### src/dlsw_regs.svh
`ifndef DLSW_REGS_SVH
`define DLSW_REGS_SVH

// Width of every sequence wait counter, in link clock periods.
`define DLSW_CNT_W 16
// Width of the link clock half-period divider setting.
`define DLSW_DIV_W 8
// Smallest half-period divider allowed while the memory runs without its DLL.
`define DLSW_MIN_DIV_OFF 8'h04

// Mode register select codes on the bank address pins.
`define DLSW_BA_MR0 3'h0
`define DLSW_BA_MR1 3'h1
`define DLSW_BA_MR2 3'h2

// DLL disable bit of mode register 1 and DLL reset bit of mode register 0.
`define DLSW_MR1_DLL_OFF_BIT 0
`define DLSW_MR0_DLL_RST_BIT 8
// Address bit that selects the long calibration.
`define DLSW_ZQ_LONG_BIT 10

// Read latency field of mode register 0 and its code for a latency of six.
`define DLSW_MR0_CL_MASK 15'h0074
`define DLSW_MR0_CL6 15'h0020
// Write latency field of mode register 2 and its code for a latency of six.
`define DLSW_MR2_CWL_MASK 15'h0038
`define DLSW_MR2_CWL6 15'h0008
// Read latency used without the DLL, in clock periods.
`define DLSW_CL_OFF 5'h06

// Values taken at reset.
`define DLSW_RST_ADDR 15'h0000
`define DLSW_RST_BA 3'h0

`endif

### src/dlsw_pkg.sv
package dlsw_pkg;

	// Sequencer states of the DLL switching controller.
	typedef enum logic [3:0]
	{
		ST_IDLE    = 4'h0,
		ST_MR1_OFF = 4'h1,
		ST_SRE     = 4'h2,
		ST_FCHG    = 4'h3,
		ST_SRX     = 4'h4,
		ST_MR1_ON  = 4'h5,
		ST_DLLRST  = 4'h6,
		ST_MR2     = 4'h7,
		ST_MR0     = 4'h8,
		ST_MR1     = 4'h9,
		ST_ZQCL    = 4'hA,
		ST_WAIT    = 4'hB,
		ST_FIN     = 4'hC
	} dlsw_state_e;

	// Commands that the controller puts on the memory command pins.
	typedef enum logic [2:0]
	{
		CMD_NOP  = 3'h0,
		CMD_DES  = 3'h1,
		CMD_MRS  = 3'h2,
		CMD_REF  = 3'h3,
		CMD_ZQCL = 3'h4
	} dlsw_cmd_e;

endpackage

### src/dlsw_ckdiv.sv
`timescale 1ns/1ps
`default_nettype none
`include "dlsw_regs.svh"

// Makes the memory clock from the system clock by a half-period divider.
// The divider setting is re-read at every half period, so a new frequency
// takes effect without a glitch on the next edge.
module dlsw_ckdiv
(
	input  wire logic                   clk,
	input  wire logic                   rstn,
	input  wire logic                   ce,
	input  wire logic [`DLSW_DIV_W-1:0] div,
	output var  logic                   ck_p,
	output var  logic                   ck_n,
	output var  logic                   tick
);

	logic [`DLSW_DIV_W-1:0] cnt_r;     // System cycles left in this half period.

	// Counts the half period and flips both clock phases when it runs out.
	// The tick marks the falling edge of the true phase, so that with a divider
	// of two or more anything changed on it is stable around the next rising edge.
	always_ff @(posedge clk)
	begin
		if (!rstn)
		begin
			cnt_r <= 8'h00;
			ck_p  <= 1'b0;
			ck_n  <= 1'b1;
			tick  <= 1'b0;
		end
		else if (ce)
		begin
			if (cnt_r == 8'h00)
			begin
				// A setting of zero is treated as one to keep the clock running.
				cnt_r <= (div == 8'h00) ? 8'h00 : div - 8'h01;
				ck_p  <= ~ck_p;
				ck_n  <= ck_p;
				tick  <= ck_p;
			end
			else
			begin
				cnt_r <= cnt_r - 8'h01;
				tick  <= 1'b0;
			end
		end
	end

endmodule

`default_nettype wire

### src/dlsw_ctrl.sv
// Overview of operation
// - NOP is CS low, RAS/CAS/WE high.
// - DLL bit changes only within a switch sequence.
// - DLL-off clock never faster than allowed limit.
// - DLL-off uses read and write latency six.
// - Read data realigned into controller clock domain.
// - Switch off only from idle, termination off.
// - Off: MR1, tMOD, self refresh, frequency change.
// - Off: CKE high, ODT low after exit.
// - Off: wait exit delay, rewrite modes, calibrate.
// - On: idle, self refresh, frequency change.
// - On: CKE high, ODT low until lock.
// - On: clear MR1 A0, then DLL reset.
// - On: rewrite modes after reset, then calibrate.
// - Locked commands wait lock and calibration times.
// - Only NOP or deselect during exit delay.
// - Self refresh only from all banks idle.
`timescale 1ns/1ps
`default_nettype none
`include "dlsw_regs.svh"

module dlsw_ctrl
(
	input  wire logic                   CLK_SYS,
	input  wire logic                   RSTN,
	input  wire logic                   CE,
	input  wire logic                   REQ_OFF,
	input  wire logic                   REQ_ON,
	input  wire logic                   IDLE_OK,
	input  wire logic                   ZQCL_EN,
	input  wire logic                   ODT_REQ,
	input  wire logic [`DLSW_DIV_W-1:0] DIV_ON,
	input  wire logic [`DLSW_DIV_W-1:0] DIV_OFF,
	input  wire logic [`DLSW_CNT_W-1:0] T_MOD,
	input  wire logic [`DLSW_CNT_W-1:0] T_MRD,
	input  wire logic [`DLSW_CNT_W-1:0] T_CKSRE,
	input  wire logic [`DLSW_CNT_W-1:0] T_CKSRX,
	input  wire logic [`DLSW_CNT_W-1:0] T_XS,
	input  wire logic [`DLSW_CNT_W-1:0] T_DLLK,
	input  wire logic [`DLSW_CNT_W-1:0] T_ZQOPER,
	input  wire logic [14:0]            MR0_VAL,
	input  wire logic [14:0]            MR1_VAL,
	input  wire logic [14:0]            MR2_VAL,
	input  wire logic [3:0]             AL_CYC,
	input  wire logic [3:0]             CL_ON,
	input  wire logic [7:0]             RD_DQ,
	output var  logic                   BUSY,
	output var  logic                   DONE,
	output var  logic                   REFUSED,
	output var  logic                   DLL_OFF,
	output var  logic [4:0]             RD_LAT,
	output var  logic [7:0]             RD_DATA,
	output var  logic                   CK_P,
	output var  logic                   CK_N,
	output var  logic                   CKE,
	output var  logic                   CS_N,
	output var  logic                   RAS_N,
	output var  logic                   CAS_N,
	output var  logic                   WE_N,
	output var  logic [2:0]             BA,
	output var  logic [14:0]            ADDR,
	output var  logic                   ODT
);

	// Maps a command to its chip select, row, column and write strobe levels.
	function automatic logic [3:0] cmd_pins(input dlsw_pkg::dlsw_cmd_e c);
		logic [3:0] p;
		p = 4'hF;
		unique case (c)
			dlsw_pkg::CMD_NOP:  p = 4'h7;
			dlsw_pkg::CMD_DES:  p = 4'hF;
			dlsw_pkg::CMD_MRS:  p = 4'h0;
			dlsw_pkg::CMD_REF:  p = 4'h1;
			dlsw_pkg::CMD_ZQCL: p = 4'h6;
			default:            p = 4'hF;
		endcase
		return p;
	endfunction

	dlsw_pkg::dlsw_state_e  state_r;     // Current sequencer step.
	dlsw_pkg::dlsw_state_e  ret_r;       // Step taken when the running wait ends.
	logic                   tick;        // One pulse per memory clock period.
	logic                   pend_r;      // A request is accepted, sequence not started.
	logic                   mode_r;      // Target of the sequence: one means DLL off.
	logic                   div_sel_r;   // Frequency in use: one means DLL-off rate.
	logic [`DLSW_CNT_W-1:0] cnt_r;       // Cycles left in the running wait.
	logic [`DLSW_CNT_W-1:0] cnt_nxt;     // Load value for the wait counter.
	logic [`DLSW_CNT_W-1:0] dllk_r;      // Cycles left until the DLL is locked.
	logic [`DLSW_DIV_W-1:0] div_off_lim; // DLL-off divider raised to its floor.
	logic [`DLSW_DIV_W-1:0] div_use;     // Divider handed to the clock maker.
	logic [7:0]             rd_s1_r;     // First synchroniser stage for read data.
	logic                   step;        // The sequencer may act in this cycle.
	dlsw_pkg::dlsw_cmd_e    cmd_nxt;     // Command to drive for the current step.
	logic [2:0]             ba_nxt;      // Bank address for the current step.
	logic [14:0]            addr_nxt;    // Address for the current step.
	dlsw_pkg::dlsw_state_e  ret_nxt;     // Step after the wait that follows.
	logic [3:0]             pins;        // Decoded command pin levels.

	assign step = CE && tick;

	// The DLL-off clock is never allowed faster than its floor setting.
	assign div_off_lim = (DIV_OFF < `DLSW_MIN_DIV_OFF) ? `DLSW_MIN_DIV_OFF : DIV_OFF;
	assign div_use     = div_sel_r ? div_off_lim : DIV_ON;

	// The memory clock comes from a divider of the system clock.
	dlsw_ckdiv u_ckdiv
	(
		.clk  (CLK_SYS),
		.rstn (RSTN),
		.ce   (CE),
		.div  (div_use),
		.ck_p (CK_P),
		.ck_n (CK_N),
		.tick (tick)
	);

	// Takes a switch request only while the memory is idle with all banks
	// closed and no sequence in flight; others are refused from idle and ignored during a sequence.
	always_ff @(posedge CLK_SYS)
	begin
		if (!RSTN)
		begin
			pend_r  <= 1'b0;
			mode_r  <= 1'b0;
			REFUSED <= 1'b0;
		end
		else if (CE)
		begin
			REFUSED <= 1'b0;
			if (pend_r && step && state_r == dlsw_pkg::ST_IDLE)
			begin
				// The sequencer picks the request up on this tick.
				pend_r <= 1'b0;
			end
			else if ((REQ_OFF || REQ_ON) && !pend_r && state_r == dlsw_pkg::ST_IDLE)
			begin
				// Both requests at once, or a request to the mode already set, is no-op work.
				if (IDLE_OK && (REQ_OFF ^ REQ_ON) && (REQ_OFF != DLL_OFF))
				begin
					pend_r <= 1'b1;
					mode_r <= REQ_OFF;
				end
				else
				begin
					REFUSED <= 1'b1;
				end
			end
		end
	end

	// Works out the command, address and following step of each state.
	always_comb
	begin
		cmd_nxt  = dlsw_pkg::CMD_NOP;
		ba_nxt   = `DLSW_RST_BA;
		addr_nxt = `DLSW_RST_ADDR;
		cnt_nxt  = '0;
		ret_nxt  = dlsw_pkg::ST_IDLE;
		unique case (state_r)
			dlsw_pkg::ST_MR1_OFF:
			begin
				// The DLL is switched off first, then self refresh follows tMOD later.
				cmd_nxt  = dlsw_pkg::CMD_MRS;
				ba_nxt   = `DLSW_BA_MR1;
				addr_nxt = MR1_VAL | (15'h0001 << `DLSW_MR1_DLL_OFF_BIT);
				cnt_nxt  = T_MOD;
				ret_nxt  = dlsw_pkg::ST_SRE;
			end
			dlsw_pkg::ST_SRE:
			begin
				cmd_nxt = dlsw_pkg::CMD_REF;
				cnt_nxt = T_CKSRE;
				ret_nxt = dlsw_pkg::ST_FCHG;
			end
			dlsw_pkg::ST_FCHG:
			begin
				// At the frequency change step the command pins are deselected; the waits in self refresh drive NOP.
				cmd_nxt = dlsw_pkg::CMD_DES;
				cnt_nxt = T_CKSRX;
				ret_nxt = dlsw_pkg::ST_SRX;
			end
			dlsw_pkg::ST_SRX:
			begin
				// Only NOPs are sent until the exit delay has run out.
				cmd_nxt = dlsw_pkg::CMD_NOP;
				cnt_nxt = T_XS;
				ret_nxt = mode_r ? dlsw_pkg::ST_MR2 : dlsw_pkg::ST_MR1_ON;
			end
			dlsw_pkg::ST_MR1_ON:
			begin
				cmd_nxt  = dlsw_pkg::CMD_MRS;
				ba_nxt   = `DLSW_BA_MR1;
				addr_nxt = MR1_VAL & ~(15'h0001 << `DLSW_MR1_DLL_OFF_BIT);
				cnt_nxt  = T_MRD;
				ret_nxt  = dlsw_pkg::ST_DLLRST;
			end
			dlsw_pkg::ST_DLLRST:
			begin
				cmd_nxt  = dlsw_pkg::CMD_MRS;
				ba_nxt   = `DLSW_BA_MR0;
				addr_nxt = MR0_VAL | (15'h0001 << `DLSW_MR0_DLL_RST_BIT);
				cnt_nxt  = T_MRD;
				ret_nxt  = dlsw_pkg::ST_MR2;
			end
			dlsw_pkg::ST_MR2:
			begin
				// Without the DLL the write latency is forced to six.
				cmd_nxt  = dlsw_pkg::CMD_MRS;
				ba_nxt   = `DLSW_BA_MR2;
				addr_nxt = mode_r ? ((MR2_VAL & ~`DLSW_MR2_CWL_MASK) | `DLSW_MR2_CWL6)
				                  : MR2_VAL;
				cnt_nxt  = T_MRD;
				ret_nxt  = dlsw_pkg::ST_MR0;
			end
			dlsw_pkg::ST_MR0:
			begin
				// Without the DLL the read latency is forced to six.
				cmd_nxt  = dlsw_pkg::CMD_MRS;
				ba_nxt   = `DLSW_BA_MR0;
				addr_nxt = mode_r ? ((MR0_VAL & ~`DLSW_MR0_CL_MASK) | `DLSW_MR0_CL6)
				                  : (MR0_VAL & ~(15'h0001 << `DLSW_MR0_DLL_RST_BIT));
				cnt_nxt  = T_MRD;
				ret_nxt  = dlsw_pkg::ST_MR1;
			end
			dlsw_pkg::ST_MR1:
			begin
				// The last mode write keeps the DLL bit of the target mode.
				cmd_nxt  = dlsw_pkg::CMD_MRS;
				ba_nxt   = `DLSW_BA_MR1;
				addr_nxt = mode_r ? (MR1_VAL | (15'h0001 << `DLSW_MR1_DLL_OFF_BIT))
				                  : (MR1_VAL & ~(15'h0001 << `DLSW_MR1_DLL_OFF_BIT));
				cnt_nxt  = T_MOD;
				ret_nxt  = ZQCL_EN ? dlsw_pkg::ST_ZQCL : dlsw_pkg::ST_FIN;
			end
			dlsw_pkg::ST_ZQCL:
			begin
				cmd_nxt  = dlsw_pkg::CMD_ZQCL;
				addr_nxt = 15'h0001 << `DLSW_ZQ_LONG_BIT;
				cnt_nxt  = T_ZQOPER;
				ret_nxt  = dlsw_pkg::ST_FIN;
			end
			dlsw_pkg::ST_IDLE,
			dlsw_pkg::ST_WAIT,
			dlsw_pkg::ST_FIN:
			begin
				cmd_nxt = dlsw_pkg::CMD_NOP;
			end
			default:
			begin
				cmd_nxt = dlsw_pkg::CMD_DES;
			end
		endcase
	end

	// Steps the sequence once per memory clock. Every command step is
	// followed by a wait whose length is loaded from its setting.
	always_ff @(posedge CLK_SYS)
	begin
		if (!RSTN)
		begin
			state_r <= dlsw_pkg::ST_IDLE;
			ret_r   <= dlsw_pkg::ST_IDLE;
		end
		else if (step)
		begin
			unique case (state_r)
				dlsw_pkg::ST_IDLE:
				begin
					if (pend_r)
					begin
						state_r <= mode_r ? dlsw_pkg::ST_MR1_OFF : dlsw_pkg::ST_SRE;
					end
				end
				dlsw_pkg::ST_WAIT:
				begin
					if (cnt_r == '0)
					begin
						state_r <= ret_r;
					end
				end
				dlsw_pkg::ST_FIN:
				begin
					// The switch is reported only once the DLL has locked.
					if (dllk_r == '0)
					begin
						state_r <= dlsw_pkg::ST_IDLE;
					end
				end
				default:
				begin
					state_r <= dlsw_pkg::ST_WAIT;
					ret_r   <= ret_nxt;
				end
			endcase
		end
	end

	// Wait counter: loaded by each command step, run down in the wait step.
	always_ff @(posedge CLK_SYS)
	begin
		if (!RSTN)
		begin
			cnt_r <= '0;
		end
		else if (step)
		begin
			if (state_r == dlsw_pkg::ST_WAIT)
			begin
				if (cnt_r != '0)
				begin
					cnt_r <= cnt_r - 16'h0001;
				end
			end
			else
			begin
				cnt_r <= cnt_nxt;
			end
		end
	end

	// Lock counter: started by the DLL reset and run beside the mode writes.
	always_ff @(posedge CLK_SYS)
	begin
		if (!RSTN)
		begin
			dllk_r <= '0;
		end
		else if (step)
		begin
			if (state_r == dlsw_pkg::ST_DLLRST)
			begin
				dllk_r <= T_DLLK;
			end
			else if (dllk_r != '0)
			begin
				dllk_r <= dllk_r - 16'h0001;
			end
		end
	end

	// Frequency select: changed only inside self refresh, after the
	// clock-stop delay and before the clock-restart delay.
	always_ff @(posedge CLK_SYS)
	begin
		if (!RSTN)
		begin
			div_sel_r <= 1'b0;
		end
		else if (step && state_r == dlsw_pkg::ST_FCHG)
		begin
			div_sel_r <= mode_r;
		end
	end

	assign pins = cmd_pins(cmd_nxt);

	// Drives the memory pins. CKE is low from reset to the first idle step and from the self refresh
	// entry until the exit, and ODT is held low for the whole sequence.
	always_ff @(posedge CLK_SYS)
	begin
		if (!RSTN)
		begin
			CKE   <= 1'b0;
			CS_N  <= 1'b1;
			RAS_N <= 1'b1;
			CAS_N <= 1'b1;
			WE_N  <= 1'b1;
			BA    <= `DLSW_RST_BA;
			ADDR  <= `DLSW_RST_ADDR;
			ODT   <= 1'b0;
		end
		else if (step)
		begin
			{CS_N, RAS_N, CAS_N, WE_N} <= pins;
			BA   <= ba_nxt;
			ADDR <= addr_nxt;
			if (state_r == dlsw_pkg::ST_SRE)
			begin
				CKE <= 1'b0;
			end
			else if (state_r == dlsw_pkg::ST_SRX || state_r == dlsw_pkg::ST_IDLE)
			begin
				CKE <= 1'b1;
			end
			// Termination is allowed only while idle with no request pending.
			ODT <= (state_r == dlsw_pkg::ST_IDLE && !pend_r) ? ODT_REQ : 1'b0;
		end
	end

	// Status: the DLL mode follows the last MR1 write, and the finish of
	// a sequence gives a one-cycle done pulse.
	always_ff @(posedge CLK_SYS)
	begin
		if (!RSTN)
		begin
			DLL_OFF <= 1'b0;
			DONE    <= 1'b0;
			BUSY    <= 1'b0;
		end
		else if (CE)
		begin
			DONE <= step && state_r == dlsw_pkg::ST_FIN && dllk_r == '0;
			BUSY <= pend_r || state_r != dlsw_pkg::ST_IDLE;
			if (step && state_r == dlsw_pkg::ST_MR1_OFF)
			begin
				DLL_OFF <= 1'b1;
			end
			else if (step && state_r == dlsw_pkg::ST_MR1_ON)
			begin
				DLL_OFF <= 1'b0;
			end
		end
	end

	// Expected read latency: one period earlier without the DLL.
	always_ff @(posedge CLK_SYS)
	begin
		if (!RSTN)
		begin
			RD_LAT <= 5'h00;
		end
		else if (CE)
		begin
			RD_LAT <= DLL_OFF ? ({1'b0, AL_CYC} + `DLSW_CL_OFF - 5'h01)
			                  : ({1'b0, AL_CYC} + {1'b0, CL_ON});
		end
	end

	// Read data arrive with a strobe delay that may exceed a clock period;
	// two stages bring them into the system clock domain.
	always_ff @(posedge CLK_SYS)
	begin
		if (!RSTN)
		begin
			rd_s1_r <= 8'h00;
			RD_DATA <= 8'h00;
		end
		else if (CE)
		begin
			rd_s1_r <= RD_DQ;
			RD_DATA <= rd_s1_r;
		end
	end

endmodule

`default_nettype wire

### config.mk
export PLATFORM = sky130hd
export DESIGN_NAME = dlsw_ctrl
export DESIGN_NICKNAME = d
export VERILOG_FILES = /design/src/dlsw_pkg.sv /design/src/dlsw_ckdiv.sv /design/src/dlsw_ctrl.sv
export VERILOG_INCLUDE_DIRS = /design/src /design/src/src
export SDC_FILE = /design/constraint.sdc
export NUM_CORES = 1
export LEC_CHECK = 0
export ABC_AREA = 0
export BUFFER_PORTS_ARGS = -buffer_cell sky130_fd_sc_hd__buf_2
export CAP_MARGIN = 10
export CORE_MARGIN = 4
export CORE_UTILIZATION = 51
export CTS_BUF_LIST = sky130_fd_sc_hd__clkbuf_16
export CTS_CLUSTER_DIAMETER = 30
export CTS_CLUSTER_SIZE = 8
export DETAILED_ROUTE_END_ITERATION = 8
export GPL_ROUTABILITY_DRIVEN = 1
export GPL_TIMING_DRIVEN = 0
export MAX_ROUTING_LAYER = met4
export PLACE_DENSITY = 0.93
export SLEW_MARGIN = 20
export SYNTH_ARGS = -nofsm -noshare
export SYNTH_HDL_FRONTEND = slang
export SYNTH_SLANG_ARGS = --single-unit
### constraint.sdc
create_clock -name CLK_SYS -period 2.93 [get_ports CLK_SYS]
set_input_delay 0.586 -clock CLK_SYS [delete_from_list [all_inputs] [get_ports CLK_SYS]]
set_output_delay 0.586 -clock CLK_SYS [all_outputs]
set_load 0.03 [all_outputs]
==> results by group <==
Clock tree
  – Post-CTS Setup Repair Bufs: 0
  – Clock Sinks: around 100
  – Clock Root Buffer: clkbuf_16
  – Hold-fix buffers, CTS: 0
  – Worst-path clk slew: 0.08 ns
  – Clock Tree Buf Depth: 2
  – Clk_lat worst skew: between 0.3 and 0.4 ns
  – CTS Buf Count: 9
  – CTS tree: built
  – H-tree levels: 3

STA
  – Clock Skew: roughly 0.010 ns
  – Minimum clock period: about 2.8 ns
  – Hold Fails Final Rpt: 0
  – Worst-Margin Slew: between 1 and 1.5 ns
  – TNS Setup: 0 ns
  – Pins over their slew limit: 0
  – Highest clock rate: 359.1 MHz
  – Slew HR: 30.51%
  – Setup violators final: 0
  – RSZ-0062 raised after global routing: no
  – Crit share post-route: 95.04%

Layout
  – Area of the multi-input gates: 4229 sq um
  – ANT cells: 0
  – Layout fillers: 1132
  – Area grow syn2layout: 26.30%
  – Final Core Density: 65.84%
  – Share of layout cells above drive strength 1: 27.86%
  – NumNets Final: ~1300
  – Storage cell area: 2022 sq um

Global routing
  – Total track usage: between 30% and 40%
  – First-pass GRT wire length: around 39 mm
  – Vias in the first global route: roughly 7300
  – Gr ovfl total: 0
  – Initial antenna violation count: 0
  – Pin count of the biggest net entering global routing: 21

Floorplan
  – Die span in y: 121.6 um
  – FP Rows: 41
  – Initial Utilization: 52.13%
  – Die W: 121.6 um
  – I/O pins: between 200 and 250
  – Die area: 14780 sq um
  – Core ar.: 12620 sq um

Setup path
  – Kind of critical path: flop to flop
  – Req. time, crit path: 3.23 ns
  – Crit path capture type: flop
  – Worst setup path start: cnt_r[0]$_SDFFE_PN0P_
  – Worst-path maximum fanout: 10
  – Arr. time, crit path: between 3 and 4 ns
  – Crit start category: flop
  – RR Startpoint: cnt_r[0]$_SDFFE_PN0P_

Power
  – Leak pwr: 0.003601 uW
  – Max IR drop VDD: approximately 340 uV
  – PwrDens: around 380 nW/um^2

Placement
  – Final GP Congestion: 1.001
  – Port bufs: 237
  – HPWL Detailed: 19.49 mm

Routing
  – Antenna-violating nets left: 0
  – DR vias: 8030
  – DR pass1 iterations: 6
  – DR iter-0 viols: between 800 and 900
  – Vias/cell: 6.358
  – Routed WL: ~26 mm
  – Detail-routed net length per standard cell: 20.45 um
  – DR DRC count: 0

Logic synthesis
  – Mapped Area: 6579 sq um
  – EDFF count, synth: 0
  – Most frequent cell after synthesis: dfxtp_1
  – Cells after synthesis: 839
  – Fraction of registers with async set/reset: 0%
  – Ys Warns: 0
  – Syn Area/Cell: about 7.8 sq um
  – Register area share after synthesis: 30.73%
  – Syn nets: 1049
  – Synth top cells by count: dfxtp_1 (101), nor2_1 (94), nand2_1 (64), o21ai_0 (58), clkbuf_1 (57)
  – Synth area leader: dfxtp_1
  – Post-synth cell types: 77
  – Synth area leaders: dfxtp_1 (31%), nor2_1 (5.4%), o21ai_0 (4.4%)
  – Post-synth top area share: a little under a third
  – Synth Register Bits: just over 100
  – Dominant synthesized flop cell: dfxtp_1

Min path
  – Hold Crit Class: flop to flop
  – Min-delay src: ODT$_SDFFE_PN0P_

Status
  – Outcome: completed

Job
  – Max-Cap Viols: 0
-- cell families after synthesis --
kind of cell	synth area share, %
AO/OA/AOI/OAI	30.18
AND/OR/NAND/NOR	23.28
XOR/XNOR	1.997
adder cells (fa/ha/maj)	2.586
multiplexers	5.801
flip-flops	30.73
other	0.05700
buffers and inverters	5.363
-- cell type report --
type                       count  share of cell area [%]
inverter                      17                  0.7680
sequential                   101                   24.33
clock buffer                   9                   2.710
multi-input combinational    649                   50.90
buffer                        71                   3.524
clock inverter                 7                  0.9035
timing repair buffer         237                   14.27
tap                          172                   2.590
-- final timing paths --
kind / end / slack, ns / depth (start not counted)
hold / removal: ODT$_SDFFE_PN0P_ / 0.46 / 2
setup / recovery: cnt_r[3]$_SDFFE_PN0P_ / 0.15 / 8
setup reg to reg: cnt_r[3]$_SDFFE_PN0P_ / 0.15 / 8
hold reg to reg: ODT$_SDFFE_PN0P_ / 0.46 / 2
-- flip-flops by register name (all words and copies together), names as in the netlist, 2 cells and up --
signal         count
cnt_r             16
dllk_r            16
ADDR              15
RD_DATA            8
rd_s1_r            8
u_ckdiv.cnt_r      8
RD_LAT             5
ret_r              4
state_r            4
BA                 2
-- power by group --
| part | switching [uW] | internal, uW | leakage, uW |
|---|---|---|---|
| sequential | 33.5 | 1410 | 0.000820 |
| combinational | 269 | 220 | 0.00264 |
| clock | 618 | 607 | 0.000145 |
-- cell usage in the layout, fill, tap and decap left out, drive strengths merged, types with 10 or more instances in the layout --
| master | instances |
|---|---|
| a222oi | 17 |
| nor3 | 20 |
| nand3 | 21 |
| a21oi | 54 |
| mux2i | 28 |
| a22oi | 19 |
| a2bb2oi | 10 |
| o21ai | 61 |
| o31ai | 11 |
| a31oi | 13 |
| buf | 250 |
| nor2 | 94 |
| inv | 21 |
| nand2 | 64 |
| or4 | 12 |
| dfxtp | 101 |
| clkbuf | 67 |
| ha | 12 |
| nor2b | 12 |
-- metrics by stage --
step	std cells	hold WS (ns)	area [sq um]	total power (uW)	setup slack (ns)
after detailed placement	1248	0.4474	7986	1958	-0.2927
after global routing	1263	0.4799	8309	3253	0.03063
final	1263	0.4567	8309	3161	0.1452
after CTS	1264	0.4573	8299	3159	0.04036
after floorplan	839	0.4480	6579	1727	0.4426
after global placement	1248	0.4363	7980	1946	-0.2863
-- worst max-delay path, stage by stage, from the launching register on --
cell,delay (ns)
dfxtp_1,0.35
inv_1,0.09
ha_1,0.20
or3b_2,0.54
or4b_1,0.67
o21a_1,0.23
clkbuf_1,0.24
o211ai_1,0.19
o221a_2,0.21
-- what timing repair did --
item	4_1_cts	5_1_grt
endpoints found under the hold margin	0	0
resized for setup	4	10
endpoints found under the setup margin	15	37
-- layer usage --
| metal | up-vias | global-route usage, % | wire [um] |
|---|---|---|---|
| met2 | 602 | 56.93 | 12040 |
| met5 | - | - | 0 |
| met1 | 3675 | 42.27 | 9666 |
| met3 | 92 | 7.103 | 3158 |
| met4 | 0 | 11.62 | 967 |
| li1 | 3661 | - | - |
(Power assumes the default switching activity.)
